`config.mk`:
```
export PLATFORM = sky130hd
export DESIGN_NAME = config_field_write_set_handler
export DESIGN_NICKNAME = d
export VERILOG_FILES = /design/src/field_cmd_pkg.sv /design/src/config_field_write_set_handler.sv
export SDC_FILE = /design/constraint.sdc
export NUM_CORES = 1
export LEC_CHECK = 0
export BUFFER_PORTS_ARGS = -buffer_cell sky130_fd_sc_hd__buf_2
export CORE_MARGIN = 2
export CORE_UTILIZATION = 43
export CTS_BUF_LIST = sky130_fd_sc_hd__clkbuf_2
export DETAILED_ROUTE_END_ITERATION = 16
export PLACE_DENSITY = 0.7
export SYNTH_ARGS = -nofsm -noshare
export SYNTH_HDL_FRONTEND = slang
export SYNTH_SLANG_ARGS = --single-unit
```
`constraint.sdc`:
```
create_clock -name mclk_i -period 6.88 [get_ports mclk_i]
set_input_delay 0.344 -clock mclk_i [delete_from_list [all_inputs] [get_ports mclk_i]]
set_output_delay 0.344 -clock mclk_i [all_outputs]
set_load 0.02 [all_outputs]
```
`src/field_cmd_pkg.sv`:
```
// constants and state types of the configuration field command handler
package field_cmd_pkg;
	localparam logic [7:0] SYNC_BYTE = 8'h55;
	localparam logic [15:0] NONVOLATILE_STORE_CMD = 16'h5746;
	localparam logic [15:0] LIVE_APPLY_CMD = 16'h5346;
	localparam logic [15:0] NAK_TYPE = 16'h1515;
	localparam logic [15:0] CRC_INIT = 16'h1D0F;
	localparam logic [15:0] CRC_POLY = 16'h1021;
	localparam logic [2:0] MAX_ENTRIES = 3'h4;
	localparam logic [3:0] FIELD_COUNT = 4'hC;
	// field identifiers
	localparam logic [15:0] FID_RATE_DIV = 16'h0001;
	localparam logic [15:0] FID_BAUD = 16'h0002;
	localparam logic [15:0] FID_FILTER1 = 16'h0004;
	localparam logic [15:0] FID_FILTER3 = 16'h0006;
	localparam logic [15:0] FID_ORIENT = 16'h0007;
	localparam logic [15:0] FID_HEADING_OFFSET = 16'h000C;
	// valid value bounds and live reset value
	localparam logic [15:0] BAUD_MAX = 16'h0003;
	localparam logic [15:0] FILTER_MIN = 16'h053A;
	localparam logic [15:0] FILTER_MAX = 16'h68A1;
	localparam logic [15:0] LIVE_RESET = 16'h0000;
	// response and command byte layout
	localparam logic [8:0] OK_FIXED_BYTES = 9'h008;
	localparam logic [8:0] ERR_TOTAL_BYTES = 9'h009;
	localparam logic [8:0] PAYLOAD_START = 9'h003;
	typedef enum logic [4:0] {
		ST_HUNT = 5'b00001,
		ST_RECV = 5'b00010,
		ST_APPLY = 5'b00100,
		ST_TXOK = 5'b01000,
		ST_TXERR = 5'b10000
	} state_t;
endpackage : field_cmd_pkg

```
`src/config_field_write_set_handler.sv`:
```
// packet parser and executor for store and apply configuration commands
`timescale 1ns/10ps

// What this block does
// - A store command is sync, sync, type 0x5746, length 1+4n, payload, crc.
// - Store command values go only to the power-up defaults, never live.
// - Store payload is a count byte then id/value word pairs from byte 1.
// - Store entries aimed at calibration or algorithm fields fail.
// - If any store entry succeeds, a response lists only the stored ids.
// - Any failed store entry yields an error packet, maybe after success.
// - A value outside its field's valid set fails and is not stored.
// - Store success reply: sync, sync, 0x5746, length 1+2n, count, ids, crc.
// - An apply command is sync, sync, type 0x5346, length 1+4n, payload, crc.
// - Apply command values change the live volatile fields at once.
// - Apply payload is a count byte then id/value word pairs from byte 1.
// - Apply entries aimed at calibration or algorithm fields fail.
// - If any apply entry succeeds, a response lists the applied ids.
// - Any failed apply entry, bad values included, yields an error packet.
// - Field 0x000C holds the signed heading-to-track angle offset.
// - A new baud selection takes effect before the reply is sent.
module config_field_write_set_handler (
	input wire logic mclk_i,
	input wire logic resetn_i,
	input wire logic [7:0] rx_byte_i,
	input wire logic rx_valid_i,
	input wire logic tx_ready_i,
	output logic [7:0] tx_byte_o,
	output logic tx_valid_o,
	output logic nv_wr_o,
	output logic [15:0] nv_id_o,
	output logic [15:0] nv_value_o,
	output logic [191:0] live_cfg_o,
	output logic [15:0] heading_to_track_offset_o,
	output logic [1:0] baud_sel_o
);
	typedef struct packed {
		field_cmd_pkg::state_t state;
		logic pre;
		logic [8:0] pos;
		logic [15:0] typ;
		logic [7:0] len;
		logic [7:0] entry_count;
		logic [15:0] crc;
		logic [7:0] rcrc_hi;
		logic [3:0][15:0] ent_id;
		logic [3:0][15:0] ent_val;
		logic [2:0] idx;
		logic [2:0] nok;
		logic fail;
		logic [3:0][15:0] rid;
		logic [11:0][15:0] live;
		logic nv_wr;
		logic [15:0] nv_id;
		logic [15:0] nv_val;
		logic [8:0] tpos;
		logic [7:0] tx_byte;
		logic tx_valid;
		logic [15:0] tcrc;
	} state_s_t;

	state_s_t s_q, s_d;
	logic [8:0] pay_end, tot, k, j;
	logic [15:0] cur_id, cur_val, ok_type;
	logic ent_ok, is_live, len_good, slot_free;
	logic [7:0] tb, pick;

	function automatic logic [15:0] crc_upd(input logic [15:0] c,
		input logic [7:0] b);
		logic [15:0] r;
		r = c ^ {b, 8'h00};
		for (int i = 0; i < 8; i++) begin
			r = r[15] ? ((r << 1) ^ field_cmd_pkg::CRC_POLY) : (r << 1);
		end
		return r;
	endfunction : crc_upd

	function automatic logic [1:0] next3(input logic [1:0] a);
		return (a == 2'h2) ? 2'h0 : 2'(a + 2'h1);
	endfunction : next3

	// orientation: three distinct physical axes, right handed overall
	function automatic logic orient_ok(input logic [15:0] v);
		logic [1:0] px, py, pz;
		logic odd;
		px = v[2:1];
		py = next3(v[5:4]);
		pz = next3(next3(v[8:7]));
		odd = (py != next3(px));
		return (v[15:9] == 7'h00) && (v[2:1] != 2'h3) && (v[5:4] != 2'h3)
			&& (v[8:7] != 2'h3) && (px != py) && (py != pz) && (px != pz)
			&& ((v[0] ^ v[3] ^ v[6]) == odd);
	endfunction : orient_ok

	// only ids 1..12 are configuration fields; all else is refused
	function automatic logic value_ok(input logic [15:0] id,
		input logic [15:0] v);
		if (id == 16'h0000 || id > 16'(field_cmd_pkg::FIELD_COUNT))
			return 1'b0;
		if (id == field_cmd_pkg::FID_RATE_DIV)
			return v inside {16'h0000, 16'h0001, 16'h0002, 16'h0005,
				16'h000A, 16'h0014, 16'h0019, 16'h0032};
		if (id == field_cmd_pkg::FID_BAUD)
			return v <= field_cmd_pkg::BAUD_MAX;
		if (id >= field_cmd_pkg::FID_FILTER1 &&
			id <= field_cmd_pkg::FID_FILTER3)
			return v >= field_cmd_pkg::FILTER_MIN &&
				v <= field_cmd_pkg::FILTER_MAX;
		if (id == field_cmd_pkg::FID_ORIENT)
			return orient_ok(v);
		return 1'b1;
	endfunction : value_ok

	////////////////////////////////////////////////////////////////////////
	// helper terms for parsing and reply building
	assign pay_end = 9'(s_q.len) + field_cmd_pkg::PAYLOAD_START;
	assign k = s_q.pos - 9'h004;
	assign cur_id = s_q.ent_id[s_q.idx[1:0]];
	assign cur_val = s_q.ent_val[s_q.idx[1:0]];
	assign ent_ok = value_ok(cur_id, cur_val);
	assign is_live = (s_q.typ == field_cmd_pkg::LIVE_APPLY_CMD);
	assign len_good = (10'(s_q.len) == 10'({s_q.entry_count, 2'b00}) + 10'h001)
		&& (s_q.entry_count <= 8'(field_cmd_pkg::MAX_ENTRIES));
	assign tot = (s_q.state == field_cmd_pkg::ST_TXOK) ?
		field_cmd_pkg::OK_FIXED_BYTES + 9'({s_q.nok, 1'b0}) :
		field_cmd_pkg::ERR_TOTAL_BYTES;
	assign j = s_q.tpos - 9'h006;
	assign ok_type = (s_q.state == field_cmd_pkg::ST_TXOK) ? s_q.typ :
		field_cmd_pkg::NAK_TYPE;
	assign slot_free = !s_q.tx_valid || tx_ready_i;

	// byte of the reply at tpos; crc trailer overrides the body
	always_comb begin
		pick = 8'h00;
		case (s_q.tpos)
			9'h000, 9'h001: pick = field_cmd_pkg::SYNC_BYTE;
			9'h002: pick = ok_type[15:8];
			9'h003: pick = ok_type[7:0];
			9'h004: pick = (s_q.state == field_cmd_pkg::ST_TXOK) ?
				8'h01 + {4'h0, s_q.nok, 1'b0} : 8'h02;
			9'h005: pick = (s_q.state == field_cmd_pkg::ST_TXOK) ?
				{5'h00, s_q.nok} : s_q.typ[15:8];
			default: begin
				if (s_q.state == field_cmd_pkg::ST_TXOK)
					pick = j[0] ? s_q.rid[j[2:1]][7:0] : s_q.rid[j[2:1]][15:8];
				else
					pick = s_q.typ[7:0];
			end
		endcase
		if (s_q.tpos == tot - 9'h002)
			tb = s_q.tcrc[15:8];
		else if (s_q.tpos == tot - 9'h001)
			tb = s_q.tcrc[7:0];
		else
			tb = pick;
	end

	////////////////////////////////////////////////////////////////////////
	// next state of the whole handler
	always_comb begin
		s_d = s_q;
		s_d.nv_wr = 1'b0;
		case (s_q.state)
			field_cmd_pkg::ST_HUNT: begin
				if (rx_valid_i) begin
					s_d.pre = (rx_byte_i == field_cmd_pkg::SYNC_BYTE);
					if (s_q.pre && rx_byte_i == field_cmd_pkg::SYNC_BYTE) begin
						s_d.state = field_cmd_pkg::ST_RECV;
						s_d.pos = 9'h000;
						s_d.crc = field_cmd_pkg::CRC_INIT;
						s_d.pre = 1'b0;
					end
				end
			end
			field_cmd_pkg::ST_RECV: begin
				if (rx_valid_i) begin
					s_d.pos = s_q.pos + 9'h001;
					if (s_q.pos < pay_end)
						s_d.crc = crc_upd(s_q.crc, rx_byte_i);
					if (s_q.pos == pay_end) begin
						s_d.rcrc_hi = rx_byte_i;
					end else if (s_q.pos == pay_end + 9'h001) begin
						// bad crc or length: drop silently, nothing applied
						if ({s_q.rcrc_hi, rx_byte_i} == s_q.crc && len_good) begin
							s_d.state = field_cmd_pkg::ST_APPLY;
						end else begin
							s_d.state = field_cmd_pkg::ST_HUNT;
						end
						s_d.idx = 3'h0;
						s_d.nok = 3'h0;
						s_d.fail = 1'b0;
					end else if (s_q.pos == 9'h000) begin
						s_d.typ[15:8] = rx_byte_i;
					end else if (s_q.pos == 9'h001) begin
						s_d.typ[7:0] = rx_byte_i;
						// other packet types belong to other handlers
						if ({s_q.typ[15:8], rx_byte_i} !=
							field_cmd_pkg::NONVOLATILE_STORE_CMD &&
							{s_q.typ[15:8], rx_byte_i} !=
							field_cmd_pkg::LIVE_APPLY_CMD)
							s_d.state = field_cmd_pkg::ST_HUNT;
					end else if (s_q.pos == 9'h002) begin
						s_d.len = rx_byte_i;
					end else if (s_q.pos == 9'h003) begin
						s_d.entry_count = rx_byte_i;
					end else if (k < 9'h010) begin
						// id high, id low, value high, value low
						case (k[1:0])
							2'h0: s_d.ent_id[k[3:2]][15:8] = rx_byte_i;
							2'h1: s_d.ent_id[k[3:2]][7:0] = rx_byte_i;
							2'h2: s_d.ent_val[k[3:2]][15:8] = rx_byte_i;
							default: s_d.ent_val[k[3:2]][7:0] = rx_byte_i;
						endcase
					end
				end
			end
			field_cmd_pkg::ST_APPLY: begin
				if (s_q.idx == s_q.entry_count[2:0]) begin
					s_d.tpos = 9'h000;
					s_d.tcrc = field_cmd_pkg::CRC_INIT;
					s_d.tx_valid = 1'b0;
					if (s_q.nok != 3'h0)
						s_d.state = field_cmd_pkg::ST_TXOK;
					else if (s_q.fail)
						s_d.state = field_cmd_pkg::ST_TXERR;
					else
						s_d.state = field_cmd_pkg::ST_HUNT;
				end else begin
					s_d.idx = s_q.idx + 3'h1;
					if (ent_ok) begin
						s_d.rid[s_q.nok[1:0]] = cur_id;
						s_d.nok = s_q.nok + 3'h1;
						if (is_live) begin
							// baud moves now, so the reply leaves at the new rate
							s_d.live[4'(cur_id[3:0] - 4'h1)] = cur_val;
						end else begin
							s_d.nv_wr = 1'b1;
							s_d.nv_id = cur_id;
							s_d.nv_val = cur_val;
						end
					end else begin
						s_d.fail = 1'b1;
					end
				end
			end
			field_cmd_pkg::ST_TXOK, field_cmd_pkg::ST_TXERR: begin
				if (slot_free) begin
					if (s_q.tpos == tot) begin
						s_d.tx_valid = 1'b0;
						s_d.tpos = 9'h000;
						s_d.tcrc = field_cmd_pkg::CRC_INIT;
						s_d.state = (s_q.state == field_cmd_pkg::ST_TXOK &&
							s_q.fail) ? field_cmd_pkg::ST_TXERR :
							field_cmd_pkg::ST_HUNT;
					end else begin
						s_d.tx_valid = 1'b1;
						s_d.tx_byte = tb;
						s_d.tpos = s_q.tpos + 9'h001;
						if (s_q.tpos >= 9'h002 && s_q.tpos < tot - 9'h002)
							s_d.tcrc = crc_upd(s_q.tcrc, tb);
					end
				end
			end
			default: s_d.state = field_cmd_pkg::ST_HUNT;
		endcase
	end

	// state register; live fields come up at their volatile defaults
	always_ff @(posedge mclk_i or negedge resetn_i) begin
		if (!resetn_i) begin
			s_q <= '0;
			s_q.state <= field_cmd_pkg::ST_HUNT;
			s_q.live <= {12{field_cmd_pkg::LIVE_RESET}};
		end else begin
			s_q <= s_d;
		end
	end

	assign tx_byte_o = s_q.tx_byte;
	assign tx_valid_o = s_q.tx_valid;
	assign nv_wr_o = s_q.nv_wr;
	assign nv_id_o = s_q.nv_id;
	assign nv_value_o = s_q.nv_val;
	assign live_cfg_o = s_q.live;
	assign heading_to_track_offset_o = s_q.live[11];
	assign baud_sel_o = s_q.live[1][1:0];
endmodule : config_field_write_set_handler

```
# --- Word level (Yosys, flattened, before mapping) ---
# Cells that the tools add are included.
classes:
  reduce_logical: 56
  n_bitwise: 30
  n_addsub: 18
  n_lt_le_gt_ge: 19
  n_eq_ne: 65
  mux: 133
op_table:
  columns: ["cell", "n"]
  rows:
  - ["two-way mux 128 bit", 6]
  - ["bitwise mux 64 bit", 5]
  - ["two-way mux 296 bit", 1]
  - ["two-way mux 289 bit", 1]
  - ["case mux 64 bit (2 select lines)", 2]
  - ["two-way mux 13 bit", 16]
  - ["two-way mux 200 bit", 1]
  - ["bitwise mux 192 bit", 1]
  - ["two-way mux 16 bit", 12]
  - ["two-way mux 192 bit", 1]
  - ["two-way mux 135 bit", 1]
  - ["two-way mux 8 bit", 13]
  - ["binary-select mux 16 bit (select 2 bit)", 3]
  - ["demux 16 bit (select 2 bit)", 3]
  - ["two-way mux 5 bit", 14]
  - ["two-way mux 33 bit", 2]
  - ["demux 16 bit (select 4 bit)", 1]
  - ["two-way mux 32 bit", 2]
  - ["NOT 3 bit", 16]
  - ["case mux 8 bit (5 select lines)", 1]
  - ["== test 9 x 2 -> 1 bit (second input constant)", 4]
  - ["== test 9 bit", 4]
  - ["case mux 9 bit (2 select lines)", 2]
  - ["two-way mux 17 bit", 2]
  - ["86 further kinds", 207]
word_totals:
  register_bits: 529

# --- Logic depth before layout (Yosys ltp) ---
logic_depth:
  word_depth: 29
  mapped_depth: 18

# --- Worst setup path after synthesis ---
# OpenSTA, ideal clock, no wires.
synth_path:
  kind: "register -> register"
  from: "register s_q[525] (netlist name)"
  to: "register s_q[8] (netlist name)"
  t_arrival_ns: 4.217
  setup_slack_ns: 2.518
  path_stages_with_launch: 19
  setup_ns: 0.145
  path_buffers: 5
  t_required_ns: 6.735
  cell_sequence: "dfrtp_1 > clkbuf_1 > or4b_2 > clkbuf_1 > nor2_1 > clkbuf_1 > nand2_1 > ha_1 > xor2_1 > a211oi_1 > a211oi_1 > or2_2 > clkbuf_1 > buf_2 > a21oi_1 > a211oi_1 > xor2_1 > xnor2_1 > a22oi_1"
synth_via:
  elab_chain_len: 17
  word_cells_on_any_way: 35
  classes_between: "add/sub: 2; order compare: 1; eq/ne: 9; mux: 17; bitwise: 2; reduce/logical: 4"
synth_lines:
  columns: ["item", "line", "text"]
  rows:
  - ["from (decl)", "config_field_write_set_handler.sv:61", "state_s_t s_q, s_d;"]
  - ["== test 5 x 4 -> 1 bit", null, null]
  - ["two-way mux 5 bit", "config_field_write_set_handler.sv:123", "assign tot = (s_q.state == field_cmd_pkg::ST_TXOK) ?"]
  - ["subtractor 5 x 1 -> 6 bit", "config_field_write_set_handler.sv:151", "else if (s_q.tpos == tot - 9'h001)"]
  - ["== test 9 bit", "config_field_write_set_handler.sv:151", null]
  - ["two-way mux 8 bit", "config_field_write_set_handler.sv:151", null]
  - ["two-way mux 8 bit", "config_field_write_set_handler.sv:149", "if (s_q.tpos == tot - 9'h002)"]
  - ["XOR 16 bit", "config_field_write_set_handler.sv:70", "r = c ^ {b, 8'h00};"]
  - ["NOT 3 bit (no source line)", null, null]
  - ["two-way mux 13 bit (5 in series)", "config_field_write_set_handler.sv:72", "r = r[15] ? ((r << 1) ^ field_cmd_pkg::CRC_POLY) : (r << 1);"]
  - ["two-way mux 16 bit", "config_field_write_set_handler.sv:258", "if (s_q.tpos >= 9'h002 && s_q.tpos < tot - 9'h002)"]
  - ["two-way mux 17 bit", "config_field_write_set_handler.sv:247", "if (s_q.tpos == tot) begin"]
  - ["two-way mux 34 bit", "config_field_write_set_handler.sv:246", "if (slot_free) begin"]
  - ["case mux 17 bit (2 select lines)", "config_field_write_set_handler.sv:162", "case (s_q.state)"]
# Parallel ways exist; a longest one is shown, timed or not. The select of a mux whose other input is x is not followed.
# A chain may end at the register's enable or synchronous reset.

# --- Worst setup path in the final report ---
layout_path:
  from: "register s_q[327] (netlist name)"
  to: "register s_q, in the netlist nv_value_o[15]"
layout_via:
  elab_chain_len: 17
  word_cells_on_any_way: 83
  classes_between: "add/sub: 4; order compare: 6; eq/ne: 23; mux: 32; bitwise: 3; reduce/logical: 15"
layout_lines:
  columns: ["item", "line", "text"]
  rows:
  - ["binary-select mux 16 bit (select 2 bit)", "config_field_write_set_handler.sv:118", "assign cur_val = s_q.ent_val[s_q.idx[1:0]];"]
  - ["two-way mux 16 bit (not written as such)", "config_field_write_set_handler.sv:118", null]
  - ["adder 2 x 1 -> 2 bit (tied with other cells)", "config_field_write_set_handler.sv:78", "return (a == 2'h2) ? 2'h0 : 2'(a + 2'h1);"]
  - ["two-way mux 2 bit or logical AND 1 bit (tied branches)", "config_field_write_set_handler.sv:78, config_field_write_set_handler.sv:89", null]
  - ["adder 2 x 1 -> 2 bit (tied with other cells)", "config_field_write_set_handler.sv:78", null]
  - ["two-way mux 2 bit or logical AND 1 bit (tied branches)", "config_field_write_set_handler.sv:78, config_field_write_set_handler.sv:90", null]
  - ["!= test 2 bit or logical AND 1 bit (tied branches)", "config_field_write_set_handler.sv:90", "&& (v[8:7] != 2'h3) && (px != py) && (py != pz) && (px != pz)"]
  - ["logical AND 1 bit (2 in series)", "config_field_write_set_handler.sv:90", null]
  - ["logical AND 1 bit", "config_field_write_set_handler.sv:91", "&& ((v[0] ^ v[3] ^ v[6]) == odd);"]
  - ["two-way mux 1 bit", "config_field_write_set_handler.sv:108", "if (id == field_cmd_pkg::FID_ORIENT)"]
  - ["two-way mux 1 bit", "config_field_write_set_handler.sv:110", "return 1'b1;"]
  - ["two-way mux 1 bit", "config_field_write_set_handler.sv:108", null]
  - ["two-way mux 1 bit", "config_field_write_set_handler.sv:104", "if (id >= field_cmd_pkg::FID_FILTER1 &&"]
  - ["two-way mux 1 bit", "config_field_write_set_handler.sv:102", "if (id == field_cmd_pkg::FID_BAUD)"]
  - ["two-way mux 1 bit", "config_field_write_set_handler.sv:99", "if (id == field_cmd_pkg::FID_RATE_DIV)"]
  - ["AND reduction 4 bit (no source line)", null, null]
# Parallel ways exist; a longest one is shown, timed or not. The select of a mux whose other input is x is not followed.

==> results.cfg <==
[floorplan]
coreArea_sq_um = 61710
die_w_um = 253.7
dieHeight_um = 253.7
rows = 91
dieArea_sq_um = 64380
initial_core_util = 0.4345
io_pins = 264

[drt]
routed_via_density = 5.459
route.detailed.drc = 0
drtIter0Drc = 1338
drt_first_pass_iters = 5
final_antenna_net_count = 0
routed_wl_um = 64640
num_vias = 18036
avgRoutedWirePerCell_um = 19.56

[place]
place_area_sq_um = 26950
port_buffers = 263
gp_congestion = 0.9258
post-dp-hpwl_um = 43910
place_ws_ns = 1.545

[timing]
setup_tns_ns = 0
post-route-min-period_ns = 5.355
fin_skew_ns = 0.1416
fin_crit_sh = 0.7783
tightest_slew_ns = 1.164
fin_ws_ns = 1.525
rsz0062_at_grt = false
timing.fmax_mhz = 186.8
maxSlewViolCount = 0
max_slew_margin = 0.2144
hold_viol = 0
hold_ws_ns = 0.1860
setup_viol = 0

[synth]
synth_ff_type = dfrtp_1
synth.most_common_cell = dfrtp_1
syn_area_per_cell_sq_um = 11.66
synth_area_leaders = dfrtp_1 (49%), mux2_2 (12%), buf_4 (7.0%)
synth_edf_count = 0
syn_area_sq_um = 26820
yosysWarningCount = 0
yosysSeqAreaShare = 0.4937
synthCells = 2299
synthArstFlopShare = 1.000
netlist.top_cell.by_area = dfrtp_1
yosys.area.top_type_share = 0.4927
synth.ff_latch_count = 529
syn_nets = 2342
netlist_top_cells_count = dfrtp_1 (528), mux2_2 (282), buf_4 (251)
yosysUniqueCellTypes = 98

[job]
max-cap-violations = 0

[layout]
final_util = 0.4598
layout-drive-gt1-share = 0.3550
syn_to_final_growth_pct = 5.804
num-fill-cells = 5629
final_nets = 2408
fin_area_sq_um = 28370

[clocking]
clock-sinks = 529
htree_levels = 4
cts_made_buffers = 137
tritoncts = done
clk_latency_ns = 1.31
cts_buffer_depth = 3
post_cts_buffers = 0
clock-root-buffer = clkbuf_2
cts.clk_slew.worst_paths_ns = 0.10

[worst_setup_path]
critPathKind = flop to flop
crit_arrival_ns = 6.45
crit_path_start = s_q[327]
rr_worst_depth = 10
cp_max_fo = 35
worst_setup_path_end_kind = flop
reg2reg_from = s_q[327]
cp.required_ns = 7.97
start_kind = flop

[worst_hold_path]
holdCritStartpoint = rx_byte_i[2]
hold_path_depth = 4
min_path_type = primary input to flop

[global_route]
grt_start_max_net_pins = 191
antenna_found_initial = 1
grt_overflow = 0
first_global_vias = 18295
grtUsageTotal = 0.2008
grt_pass1_wl_um = 101800

[outcome]
run_status = finished clean

[pwr]
ir_drop_mv = 0.1230
p_leak_uw = 0.01437
p_per_area_nw_per_um2 = 232.1
==> worst paths after layout <==
check | end | slack, ns
max | nv_value_o[15] | 1.53
min | s_q[492] | 0.19
max reg2reg | nv_value_o[15] | 1.53
min reg2reg | flop | 0.48
max in group asynchronous | async pin | 5.54
min in group asynchronous | async pin | 0.32
==> worst max-delay path, cell delays in order, from the launching register on <==
cell and delay, ns:
dfrtp_2 1.02, mux4_1 0.94, xnor3_1 0.58, mux2i_1 0.20, o221ai_1 0.15, and4_1 0.30, a2111oi_0 0.89, nor3_2 0.18
nand2_1 0.12, buf_4 0.39, mux2_2 0.39
==> what timing repair did <==
item | CTS | global route
hold endpoints to repair | 761 | 0
gates resized for setup | 0 | 0
hold buffers | 15 | 0
==> where the power goes <==
| part | switching (uW) | internal [uW] |
|---|---|---|
| registers | 124 | 3190 |
| logic | 671 | 442 |
| clock network | 1320 | 840 |
| total | 2110 | 4470 |
==> cell type report <==
type / count / area, sq um / area share
sequential: 529 / 13240 / 0.4667
multi-input combinational: 1353 / 10990 / 0.3874
timing repair buffer: 300 / 1672 / 0.05892
tap: 837 / 1047 / 0.03691
clock buffer: 189 / 945.9 / 0.03334
clock inverter: 50 / 304.0 / 0.01072
inverter: 44 / 165.2 / 0.005821
antenna: 2 / 5.005 / 0.0001764
==> cell usage in the layout (no fill, tap or decap), drive strengths merged, types with 12 or more instances in the layout <==
master / n
mux4: 35
inv: 46
clkbuf: 189
xnor2: 53
dlygate4sd3: 14
ha: 31
a21oi: 42
buf: 286
nand2b: 12
nand4: 25
clkinv: 44
mux2: 322
dfrtp: 528
nor4: 26
and2: 105
nor3: 45
nand3: 25
mux2i: 33
o21ai: 121
xor2: 32
nand2: 161
nor2: 68
==> through the flow <==
step	total power [uW]	std cells
floorplan	4173	2299
global route	6963	3303
finish	6584	3304
detailed placement	4461	3048
CTS	6659	3302
global placement	4448	3048
==> cell families after synthesis <==
family | share of synthesized area
mux | 0.1818
flops | 0.4937
fa+ha+maj | 0.01446
simple gates | 0.1124
buf+inv | 0.09640
xor+xnor | 0.02860
compound gates | 0.07265
==> metal layers <==
layer	global-route usage	share of wire
met4	0.08874	0.028
met1	0.2600	0.43
met2	0.3199	0.47
met3	0.04957	0.064
met5	0	0
Note: power is estimated with default switching activity, not from simulation.
